--- config.mk ---
export PLATFORM = sky130hd
export DESIGN_NAME = flash_command_controller
export DESIGN_NICKNAME = d
export VERILOG_FILES = /design/src/flash_ctrl_pkg.sv /design/src/flash_mem_if.sv /design/src/flash_array.sv /design/src/flash_command_controller.sv
export SDC_FILE = /design/constraint.sdc
export NUM_CORES = 2
export LEC_CHECK = 0
export BUFFER_PORTS_ARGS = -buffer_cell sky130_fd_sc_hd__buf_2
export CORE_MARGIN = 2
export CORE_UTILIZATION = 40
export DETAILED_ROUTE_END_ITERATION = 10
export PLACE_DENSITY = 0.62
export SETUP_SLACK_MARGIN = 0.4
export SLEW_MARGIN = 5
export SYNTH_ARGS = -nofsm -noshare
export SYNTH_HDL_FRONTEND = slang
export SYNTH_SLANG_ARGS = --single-unit
--- constraint.sdc ---
create_clock -name clk -period 4.2 [get_ports clk]
set_input_delay 0.21 -clock clk [delete_from_list [all_inputs] [get_ports clk]]
set_output_delay 0.21 -clock clk [all_outputs]
set_load 0.03 [all_outputs]
--- src/flash_ctrl_pkg.sv ---
// Purpose: constants shared by the flash command controller and its parts
// Assumes: byte-wide register file port, 100 MHz system clock
// Notes:   flash array modelled by a small synchronous memory
// Overview of operation
// 73H then 8CH are the unlock codes
// 95H erases page, 63H erases all
// 5EH maps sector protect onto FF9H
// 00H resets, leaves programming, relocks controller
// sector protect readable and writable at FF9H
// FF8H writes command, reads status
// write protect option blocks program and erase
// unlocked writes inside unlocked page program bytes
// erased byte is FFH; program only clears
// only erase returns bits to one
// CPU held idle while byte programs
// interrupts held pending until program completes
// no programming of pages in protected sectors
// writes outside unlocked page are ignored
// software programs a location at most twice
// software writes 00H, page, then 73H
// option byte survives reset unchanged
// option bit 7 selects watchdog timeout action
// option bit 6 forces watchdog always on
// option bits 5:4 select oscillator mode
// option bit 3 keeps brownout on in stop
// option bit 2 clear read-protects user code
// second unlock must directly follow the first
`default_nettype none
package flash_ctrl_pkg;
  localparam logic [11:0] ADDR_CMD_STAT  = 12'hFF8;
  localparam logic [11:0] ADDR_PAGE_PROT = 12'hFF9;
  localparam logic [7:0]  CMD_RESET      = 8'h00;
  localparam logic [7:0]  CMD_UNLOCK1    = 8'h73;
  localparam logic [7:0]  CMD_UNLOCK2    = 8'h8C;
  localparam logic [7:0]  CMD_PAGE_ERASE = 8'h95;
  localparam logic [7:0]  CMD_MASS_ERASE = 8'h63;
  localparam logic [7:0]  CMD_PROT_SEL   = 8'h5E;
  localparam logic [7:0]  ERASED_BYTE    = 8'hFF;
  localparam logic [7:0]  CMD_RESET_VAL  = 8'h00;
  localparam logic [7:0]  PROT_RESET_VAL = 8'h00;
  localparam logic [7:0]  PAGE_RESET_VAL = 8'h00;
  localparam int          OPT_WATCHDOG_TIMEOUT_ACTION    = 7;
  localparam int          OPT_WATCHDOG_ALWAYS_ON     = 6;
  localparam int          OPT_OSC_HI     = 5;
  localparam int          OPT_OSC_LO     = 4;
  localparam int          OPT_BROWNOUT_ALWAYS_ON     = 3;
  localparam int          OPT_RP         = 2;
  localparam int          OPT_FWP        = 0;
  localparam int          PROG_TIME_NS   = 40;
  localparam int          CLK_PERIOD_NS  = 10;
  localparam int          PROG_CYCLES    =
    (PROG_TIME_NS + CLK_PERIOD_NS - 1) / CLK_PERIOD_NS;
  localparam int          ERASE_TIME_NS  = 80;
  localparam int          ERASE_CYCLES   =
    (ERASE_TIME_NS + CLK_PERIOD_NS - 1) / CLK_PERIOD_NS;
  // status codes shown in the low six bits of the status register
  localparam logic [5:0]  ST_LOCKED      = 6'h00;
  localparam logic [5:0]  ST_FIRST_OK    = 6'h01;
  localparam logic [5:0]  ST_UNLOCKED    = 6'h02;
  localparam logic [5:0]  ST_PROT_SEL    = 6'h03;
  localparam logic [5:0]  ST_PROGRAM     = 6'h08;
  localparam logic [5:0]  ST_PAGE_ERASE  = 6'h10;
  localparam logic [5:0]  ST_MASS_ERASE  = 6'h18;
  typedef enum logic [2:0] {
    S_LOCKED  = 3'b000,
    S_FIRST   = 3'b001,
    S_OPEN    = 3'b010,
    S_PROT    = 3'b011,
    S_PROG    = 3'b100,
    S_PERASE  = 3'b101,
    S_MERASE  = 3'b110
  } ctl_state_t;
endpackage
`default_nettype wire

--- src/flash_mem_if.sv ---
// Purpose: carrier between controller and flash array
// Assumes: one clock, one access per cycle
// Notes:   write only clears bits; erase fills with ones
`default_nettype none
interface flash_mem_if #(parameter int AW = 8);
  logic [AW-1:0] addr;
  logic [7:0]    wdata;
  logic          prog;
  logic          erase_all;
  logic          erase_page;
  logic [7:0]    rdata;
  modport ctl (output addr, output wdata, output prog, output erase_all,
               output erase_page, input rdata);
  modport mem (input addr, input wdata, input prog, input erase_all,
               input erase_page, output rdata);
endinterface
`default_nettype wire

--- src/flash_array.sv ---
// Purpose: small flash array model with page and mass erase
// Assumes: PAGE_W low address bits select a byte within a page
// Notes:   location 0 holds the option byte; power-up content is erased
`default_nettype none
module flash_array #(
  parameter int AW     = 8,
  parameter int PAGE_W = 4
) (
  input  wire logic clk,
  flash_mem_if.mem  fm
);
  // power-up content is erased; a declaration value keeps one writer
  logic [7:0] mem_r [2**AW] = '{default: flash_ctrl_pkg::ERASED_BYTE};
  logic [7:0] rdata_r;

  // no reset here: contents, the option byte among them, survive reset
  always_ff @(posedge clk) begin
    for (int i = 0; i < 2**AW; i++) begin
      if (fm.erase_all ||
          (fm.erase_page && i[AW-1:PAGE_W] == fm.addr[AW-1:PAGE_W])) begin
        mem_r[i] <= flash_ctrl_pkg::ERASED_BYTE;
      end else if (fm.prog && i[AW-1:0] == fm.addr) begin
        mem_r[i] <= mem_r[i] & fm.wdata;
      end
    end
    rdata_r <= mem_r[fm.addr];
  end
  assign fm.rdata = rdata_r;
endmodule
`default_nettype wire

--- src/flash_command_controller.sv ---
// Purpose: flash command decode, unlock, program and erase gating
// Assumes: CPU register port and flash write port on clk; option byte
//          sampled from array location 0 after reset
// Notes:   sector is the upper page bits; one protect bit per sector
`default_nettype none
module flash_command_controller #(
  parameter int AW     = 8,
  parameter int PAGE_W = 4
) (
  input  wire logic        clk,
  input  wire logic        srst,
  input  wire logic [11:0] reg_addr,
  input  wire logic        reg_wr,
  input  wire logic        reg_rd,
  input  wire logic [7:0]  reg_wdata,
  output logic      [7:0]  reg_rdata,
  input  wire logic [AW-1:0] mem_addr,
  input  wire logic        mem_wr,
  input  wire logic [7:0]  mem_wdata,
  input  wire logic        mem_rd,
  output logic      [7:0]  mem_rdata,
  output logic             cpu_hold,
  output logic             irq_defer,
  output logic             watchdog_timeout_action,
  output logic             watchdog_always_on,
  output logic      [1:0]  oscillator_mode_select,
  output logic             brownout_always_on,
  output logic             code_read_protect,
  output logic             flash_write_protect
);
  localparam int PG_BITS = AW - PAGE_W;
  localparam logic [3:0] BUSY_PROG  = 4'(flash_ctrl_pkg::PROG_CYCLES);
  localparam logic [3:0] BUSY_ERASE = 4'(flash_ctrl_pkg::ERASE_CYCLES);

  flash_mem_if #(.AW(AW)) fm ();
  flash_array #(.AW(AW), .PAGE_W(PAGE_W)) u_array (
    .clk (clk),
    .fm  (fm)
  );

  function automatic logic sect_prot(input logic [7:0] prot,
                                     input logic [PG_BITS-1:0] pg);
    logic [2:0] s;
    s = 3'(pg >> (PG_BITS > 3 ? PG_BITS - 3 : 0));
    return prot[s];
  endfunction

  flash_ctrl_pkg::ctl_state_t state_r, state_nxt;
  logic [7:0]         page_r, page_nxt;
  logic [7:0]         prot_r, prot_nxt;
  logic [3:0]         busy_r, busy_nxt;
  logic [AW-1:0]      op_addr_r, op_addr_nxt;
  logic [7:0]         op_data_r, op_data_nxt;
  logic [7:0]         opt_r, opt_nxt;
  logic [1:0]         opt_phase_r, opt_phase_nxt;
  logic [7:0]         rdata_r, rdata_nxt;

  logic cmd_wr, pp_wr, pp_rd, st_rd, in_page, page_ok;
  logic [PG_BITS-1:0] cur_page;

  assign cmd_wr   = reg_wr && reg_addr == flash_ctrl_pkg::ADDR_CMD_STAT;
  assign pp_wr    = reg_wr && reg_addr == flash_ctrl_pkg::ADDR_PAGE_PROT;
  assign pp_rd    = reg_rd && reg_addr == flash_ctrl_pkg::ADDR_PAGE_PROT;
  assign st_rd    = reg_rd && reg_addr == flash_ctrl_pkg::ADDR_CMD_STAT;
  assign cur_page = page_r[PG_BITS-1:0];
  assign in_page  = mem_addr[AW-1:PAGE_W] == cur_page;
  // protected sector or write-protect option blocks every change
  assign page_ok  = !sect_prot(prot_r, cur_page) &&
                    !opt_r[flash_ctrl_pkg::OPT_FWP];

  always_comb begin
    state_nxt   = state_r;
    page_nxt    = page_r;
    prot_nxt    = prot_r;
    busy_nxt    = busy_r;
    op_addr_nxt = op_addr_r;
    op_data_nxt = op_data_r;
    if (busy_r != 4'h0) begin
      busy_nxt = busy_r - 4'h1;
      if (busy_r == 4'h1) begin
        state_nxt = flash_ctrl_pkg::S_OPEN;
      end
    end else if (cmd_wr) begin
      // any command write other than the matching next code or 5EH relocks
      case (reg_wdata)
        flash_ctrl_pkg::CMD_RESET: begin
          state_nxt = flash_ctrl_pkg::S_LOCKED;
        end
        flash_ctrl_pkg::CMD_UNLOCK1: begin
          state_nxt = (state_r == flash_ctrl_pkg::S_LOCKED) ?
                      flash_ctrl_pkg::S_FIRST :
                      flash_ctrl_pkg::S_LOCKED;
        end
        flash_ctrl_pkg::CMD_UNLOCK2: begin
          state_nxt = (state_r == flash_ctrl_pkg::S_FIRST) ?
                      flash_ctrl_pkg::S_OPEN :
                      flash_ctrl_pkg::S_LOCKED;
        end
        flash_ctrl_pkg::CMD_PAGE_ERASE: begin
          if (state_r == flash_ctrl_pkg::S_OPEN && page_ok) begin
            state_nxt   = flash_ctrl_pkg::S_PERASE;
            busy_nxt    = BUSY_ERASE;
            op_addr_nxt = {cur_page, PAGE_W'(0)};
          end else begin
            state_nxt = flash_ctrl_pkg::S_LOCKED;
          end
        end
        flash_ctrl_pkg::CMD_MASS_ERASE: begin
          if (state_r == flash_ctrl_pkg::S_OPEN &&
              !opt_r[flash_ctrl_pkg::OPT_FWP] && prot_r == 8'h00) begin
            state_nxt = flash_ctrl_pkg::S_MERASE;
            busy_nxt  = BUSY_ERASE;
          end else begin
            state_nxt = flash_ctrl_pkg::S_LOCKED;
          end
        end
        flash_ctrl_pkg::CMD_PROT_SEL: begin
          state_nxt = flash_ctrl_pkg::S_PROT;
        end
        default: begin
          state_nxt = flash_ctrl_pkg::S_LOCKED;
        end
      endcase
    end else if (pp_wr) begin
      if (state_r == flash_ctrl_pkg::S_PROT) begin
        prot_nxt = prot_r | reg_wdata;
      end else begin
        page_nxt = reg_wdata;
      end
    end else if (mem_wr && state_r == flash_ctrl_pkg::S_OPEN &&
                 in_page && page_ok) begin
      state_nxt   = flash_ctrl_pkg::S_PROG;
      busy_nxt    = BUSY_PROG;
      op_addr_nxt = mem_addr;
      op_data_nxt = mem_wdata;
    end
  end

  always_comb begin
    fm.addr       = mem_addr;
    fm.wdata      = op_data_r;
    fm.prog       = 1'b0;
    fm.erase_all  = 1'b0;
    fm.erase_page = 1'b0;
    if (opt_phase_r != 2'd2) begin
      fm.addr = '0;
    end else if (busy_r == 4'h1) begin
      fm.addr       = op_addr_r;
      fm.prog       = state_r == flash_ctrl_pkg::S_PROG;
      fm.erase_page = state_r == flash_ctrl_pkg::S_PERASE;
      fm.erase_all  = state_r == flash_ctrl_pkg::S_MERASE;
    end
  end

  // option byte read after reset and again after location 0 is programmed or erased; reset never writes the array
  always_comb begin
    opt_nxt       = opt_r;
    opt_phase_nxt = opt_phase_r;
    if (opt_phase_r == 2'd1) begin
      opt_nxt = fm.rdata;
    end
    if (opt_phase_r != 2'd2) begin
      opt_phase_nxt = opt_phase_r + 2'd1;
    end else if (fm.erase_all ||
                 (fm.erase_page && op_addr_r[AW-1:PAGE_W] == '0) ||
                 (fm.prog && op_addr_r == '0)) begin
      opt_phase_nxt = 2'd0;
    end
  end

  always_comb begin
    rdata_nxt = 8'h00;
    if (st_rd) begin
      case (state_r)
        flash_ctrl_pkg::S_FIRST:
          rdata_nxt = {2'b00, flash_ctrl_pkg::ST_FIRST_OK};
        flash_ctrl_pkg::S_OPEN:
          rdata_nxt = {2'b00, flash_ctrl_pkg::ST_UNLOCKED};
        flash_ctrl_pkg::S_PROT:
          rdata_nxt = {2'b00, flash_ctrl_pkg::ST_PROT_SEL};
        flash_ctrl_pkg::S_PROG:
          rdata_nxt = {2'b00, flash_ctrl_pkg::ST_PROGRAM};
        flash_ctrl_pkg::S_PERASE:
          rdata_nxt = {2'b00, flash_ctrl_pkg::ST_PAGE_ERASE};
        flash_ctrl_pkg::S_MERASE:
          rdata_nxt = {2'b00, flash_ctrl_pkg::ST_MASS_ERASE};
        default:
          rdata_nxt = {2'b00, flash_ctrl_pkg::ST_LOCKED};
      endcase
    end else if (pp_rd) begin
      // protect select swaps which register answers at the shared address
      rdata_nxt = (state_r == flash_ctrl_pkg::S_PROT) ?
                  prot_r : page_r;
    end
  end

  always_ff @(posedge clk) begin
    if (srst) begin
      state_r     <= flash_ctrl_pkg::S_LOCKED;
      page_r      <= flash_ctrl_pkg::PAGE_RESET_VAL;
      prot_r      <= flash_ctrl_pkg::PROT_RESET_VAL;
      busy_r      <= 4'h0;
      op_addr_r   <= '0;
      op_data_r   <= flash_ctrl_pkg::ERASED_BYTE;
      opt_r       <= flash_ctrl_pkg::ERASED_BYTE;
      opt_phase_r <= 2'd0;
      rdata_r     <= 8'h00;
    end else begin
      state_r     <= state_nxt;
      page_r      <= page_nxt;
      prot_r      <= prot_nxt;
      busy_r      <= busy_nxt;
      op_addr_r   <= op_addr_nxt;
      op_data_r   <= op_data_nxt;
      opt_r       <= opt_nxt;
      opt_phase_r <= opt_phase_nxt;
      rdata_r     <= rdata_nxt;
    end
  end

  assign reg_rdata = rdata_r;
  // array data pass through one register stage; read-protect is applied
  // by the debugger, not here
  assign mem_rdata = mem_rd ? fm.rdata : 8'h00;
  // hold CPU and defer interrupts for the whole operation
  assign cpu_hold  = busy_r != 4'h0 || opt_phase_r != 2'd2;
  assign irq_defer = busy_r != 4'h0;
  assign watchdog_timeout_action =
    opt_r[flash_ctrl_pkg::OPT_WATCHDOG_TIMEOUT_ACTION];
  assign watchdog_always_on = !opt_r[flash_ctrl_pkg::OPT_WATCHDOG_ALWAYS_ON];
  assign oscillator_mode_select =
    opt_r[flash_ctrl_pkg::OPT_OSC_HI:flash_ctrl_pkg::OPT_OSC_LO];
  assign brownout_always_on = opt_r[flash_ctrl_pkg::OPT_BROWNOUT_ALWAYS_ON];
  assign code_read_protect = !opt_r[flash_ctrl_pkg::OPT_RP];
  assign flash_write_protect = opt_r[flash_ctrl_pkg::OPT_FWP];

  unlock_order_a: assert property (@(posedge clk) disable iff (srst)
    state_r == flash_ctrl_pkg::S_OPEN && $past(state_r) ==
    flash_ctrl_pkg::S_LOCKED |-> 1'b0)
    else $error("unlocked without first code");
  relock_cmd_a: assert property (@(posedge clk) disable iff (srst)
    cmd_wr && reg_wdata == 8'h00 && busy_r == 4'h0 |=>
    state_r == flash_ctrl_pkg::S_LOCKED)
    else $error("reset command did not relock");
  erase_start_a: assert property (@(posedge clk) disable iff (srst)
    cmd_wr && reg_wdata == 8'h95 && state_r == flash_ctrl_pkg::S_OPEN &&
    busy_r == 4'h0 && page_ok |=> state_r == flash_ctrl_pkg::S_PERASE)
    else $error("page erase not started");
  prot_select_a: assert property (@(posedge clk) disable iff (srst)
    cmd_wr && reg_wdata == 8'h5E && busy_r == 4'h0 |=>
    state_r == flash_ctrl_pkg::S_PROT)
    else $error("protect select not taken");
  fwp_block_a: assert property (@(posedge clk) disable iff (srst)
    opt_r[flash_ctrl_pkg::OPT_FWP] |-> !fm.prog && !fm.erase_page &&
    !fm.erase_all)
    else $error("flash changed under write protect");
  prog_hold_a: assert property (@(posedge clk) disable iff (srst)
    $rose(state_r == flash_ctrl_pkg::S_PROG) |->
    (cpu_hold && irq_defer)[*4])
    else $error("cpu not held during program");
  out_page_a: assert property (@(posedge clk) disable iff (srst)
    mem_wr && !in_page && busy_r == 4'h0 && !cmd_wr && !pp_wr |=>
    state_r != flash_ctrl_pkg::S_PROG)
    else $error("write outside page started program");
  prot_page_a: assert property (@(posedge clk) disable iff (srst)
    fm.prog |-> !sect_prot(prot_r, op_addr_r[AW-1:PAGE_W]))
    else $error("protected page programmed");
  status_read_a: assert property (@(posedge clk) disable iff (srst)
    st_rd && state_r == flash_ctrl_pkg::S_OPEN |=> reg_rdata == 8'h02)
    else $error("status read wrong");
endmodule
`default_nettype wire

==> impl_results.md <==
* GR Util met3 at 4.95%
* Row count at between 150 and 200
* Worst EP arrival at roughly 4.7 ns
* Setup TNS at 0 ns
* Worst clock skew at 0.0311 ns
* Synth cell types at 62
* Post-DR wirelength/cell at 27.3 microns
* Outcome: finished clean
* LEAKAGE at roughly 39 nW
* Core Area at ~240000 sq um
* Initial Utilization at 40.2%
* CTS tree: done
* Post-route setup slack at 0.301 ns
* Total number of vias at 74100
* Ys async rst share at 0%
* Main flop type after synthesis: edfxtp_1
* R2R depth at 13
* R2r setup slk at 0.30 ns
* Relative slew slack at 28.5%
* Worst Setup End Kind: flip-flop
* Most common cell after layout, fill and taps aside: nand2_1
* Initial DRC count at 10900
* Fin nets at 8499
* Total power draw at 42.9 mW
* CP Max Fanout at 39
* CP required at ~5 ns
* Ys Warns at 0
* Syn Nets at 8337
* Seq/Total Area, Yosys at 64.8%
* Top achievable clock speed at 256 MHz
* First-pass GRT wire length at 468 mm
* Mean post-synth cell area at 11.7 sq um
* Largest net degree at the start of global routing at between 100 and 150
* Clk buf depth at 3
* Yosys top cell area share at 63.5%
* GR peak layer: met2
* Final WL at 323 mm
* Worst slack at placement at 0.0597 ns
* Commonest non-fill, non-tap cells in the layout: 2255 x nand2_1, 2048 x edfxtp_1, 1074 x a21o_1
* Min-Delay Endpoint: reg_rdata[0]
* ANT nets after route at 0
* Num CTS Buffers at roughly 210
* FF+latch count, synth at 2112
* WS Path Type: flip-flop to flip-flop
* Dpl cell area at 103000 sq um
* Crit start category: flip-flop
* Die Width at 496 microns
* DRC at 0
* Clock Latency Late Sink at around 0.88 ns
* Max Slew Vio Count at 0
* H-tree levels at 4
* Period Utilization, post-route at 92.8%
* Clock transition at path regs at 0.07 ns
* Met1 usage at 35.2%
* DIE AREA at 246000 sq um
* Worst Hold Class: input pin to flip-flop
* Hold Path Depth at 6
* Worst-case vdd ir drop at between 0.4 and 0.5 mV
* # IOs at 67
* Die Y at 496 microns
* Hold_sp: reg_addr[8]
* Slew @ Worst Pin at 1.07 ns
* # setup viols final at 0
* RD Place Congestion at 0.927
* R2R Path Start: busy_r[2]
* Vias in the first global route at about 70000
* Power Density at 385 nW/um^2
* HPWL Detailed at about 210 mm
* Min Tclk post-route at 3.90 ns
* RSZ-0062 raised after global routing: yes
* Via density at 6.26
* Met2 Usage GRT at roughly two fifths
* Post-Syn Area at 96900 sq um
* Post-Syn Instances at a little over 8000
* Final hold viol count at 0
* Layout cell share with drive strength beyond 1 at 12.2%
* Synth area leaders: edfxtp_1 63%, nand2_1 8.9%, a21o_1 8.3%
* Clk sinks at 2112
* Design area at roughly 110000 sq um
* I/O Buffers at 66
* P&R area growth vs syn at 14.8%
* Max_cap viols at 0
* All-Layer GR Usage at 25.2%
* RR Endpoint: u_array.fm.rdata[3]
* DRT Pass-1 Iters at 7
* Number of flops mapped to enable cells by yosys at 2048
* Synth area leader: edfxtp_1
* Global route overflow at 0
* CTS root buffer: clkbuf_16
* Antenna violations before repair at 16
[synth_stat cells, types with 3 or more instances]
cell type and n:
a211o_1 10, a211oi_1 8, a21o_1 1075, a21oi_1 316, a221oi_1 243, a222oi_1 4
a22o_1 242, a22oi_1 526, a31oi_1 3, a32oi_1 6, and2_1 16, buf_1 35
buf_2 133, buf_4 30, buf_6 11, clkbuf_1 416, dfxtp_1 64, edfxtp_1 2048
inv_1 13, mux2i_1 20, nand2_1 2299, nand3_1 21, nand3b_1 6, nand4_1 8
nor2_1 173, nor2_2 36, nor2b_1 3, nor3_1 82, nor3_2 8, nor3b_1 8
nor4_1 32, nor4bb_1 7, o21ai_0 163, o21ai_1 18, o22ai_1 160, o41ai_1 5
or2_2 3, or3_1 4, xor2_1 4
[power by group]
group	switching [mW]	total, mW	internal [mW]
clock network	8.46	19.1	10.7
logic	0.702	0.953	0.251
registers	0.0175	22.8	22.7
total	9.18	42.9	33.7
[final cells by class]
cell class | instances | area (sq um)
Sequential cell | 2112 | 62800
Tap cell | 3185 | 3990
Multi-Input combinational cell | 5549 | 32200
Inverter | 13 | 48.8
Fill cell | 21600 | 130000
Timing Repair Buffer | 568 | 5210
Antenna cell | 10 | 25.0
Clock inverter | 134 | 1280
Clock buffer | 267 | 5630
[stage by stage]
| step | hold slack, ns | cells | util [%] |
|---|---|---|---|
| after floorplan | 0.351 | 8295 | - |
| after global placement | 0.462 | 11400 | 42.8 |
| after detailed placement | 0.464 | 11400 | 42.8 |
| after CTS | 0.0166 | 11800 | 45.9 |
| after global routing | 0.0810 | 11800 | 46.2 |
| final | 0.0707 | 11800 | 46.2 |
[kinds of logic (layout without fill, tap and decap cells)]
group / Yosys count / in the layout / share of synthesized area (%)
AND/OR/NAND/NOR: 2722 / 2722 / 11.2
XOR/XNOR: 5 / 5 / 0.0452
AO/OA/AOI/OAI: 2794 / 2794 / 20.8
buffers and inverters: 638 / 982 / 2.85
multiplexers: 24 / 28 / 0.276
other: 0 / 10 / 0
flip-flops: 2112 / 2112 / 64.8
[sequential cells by signal (all words and copies together) (netlist names), 7 cells and up]
register	flops
reg_rdata	8
u_array.mem_r	2048
opt_r	7
fm.wdata	8
u_array.fm.rdata	8
op_addr_r	8
prot_r	8
page_r	8
[worst max path at each step]
stage | startpoint | to | slack, ns | cells past startpoint
4_1_cts | busy_r[3] | u_array.fm.rdata[3] | 0.11 | 12
3_5_place_dp | busy_r[3] | u_array.mem_r[35][5] | 0.06 | 7
3_3_place_gp | busy_r[3] | u_array.fm.rdata[2] | 0.002 | 12
2_1_floorplan | busy_r[3] | u_array.mem_r[108][0] | 0.70 | 13
6_report | busy_r[2] | u_array.fm.rdata[3] | 0.30 | 13
5_1_grt | busy_r[1] | u_array.fm.rdata[3] | 0.23 | 13
[layer usage]
layer,routed length [microns],part of all wire [%]
met1,128000,40
met2,143000,44
met3,36400,11
met4,14900,4.6
met5,103,0.032
[critical path, cell delays in order, from the launching register on]
cell and delay, ns:
dfxtp_1 0.38, nor4b_4 0.28, buf_4 0.19, buf_12 0.14, mux2_8 0.47, buf_12 0.21
buf_4 0.19, buf_4 0.18, a22o_1 0.20, a221oi_1 0.31, o22ai_1 0.19, o21ai_0 0.39
nand3_1 0.12, or4b_1 0.47
[repair_timing]
item,in CTS,in global routing
hold endpoints to repair,47,0
buffers inserted,3,14
pin swaps,1,15
gates resized for setup,103,125
hold buffers,31,0
cloned,0,5
endpoints found under the setup margin,877,1497
No activity file was read; power rests on OpenSTA's default activity.
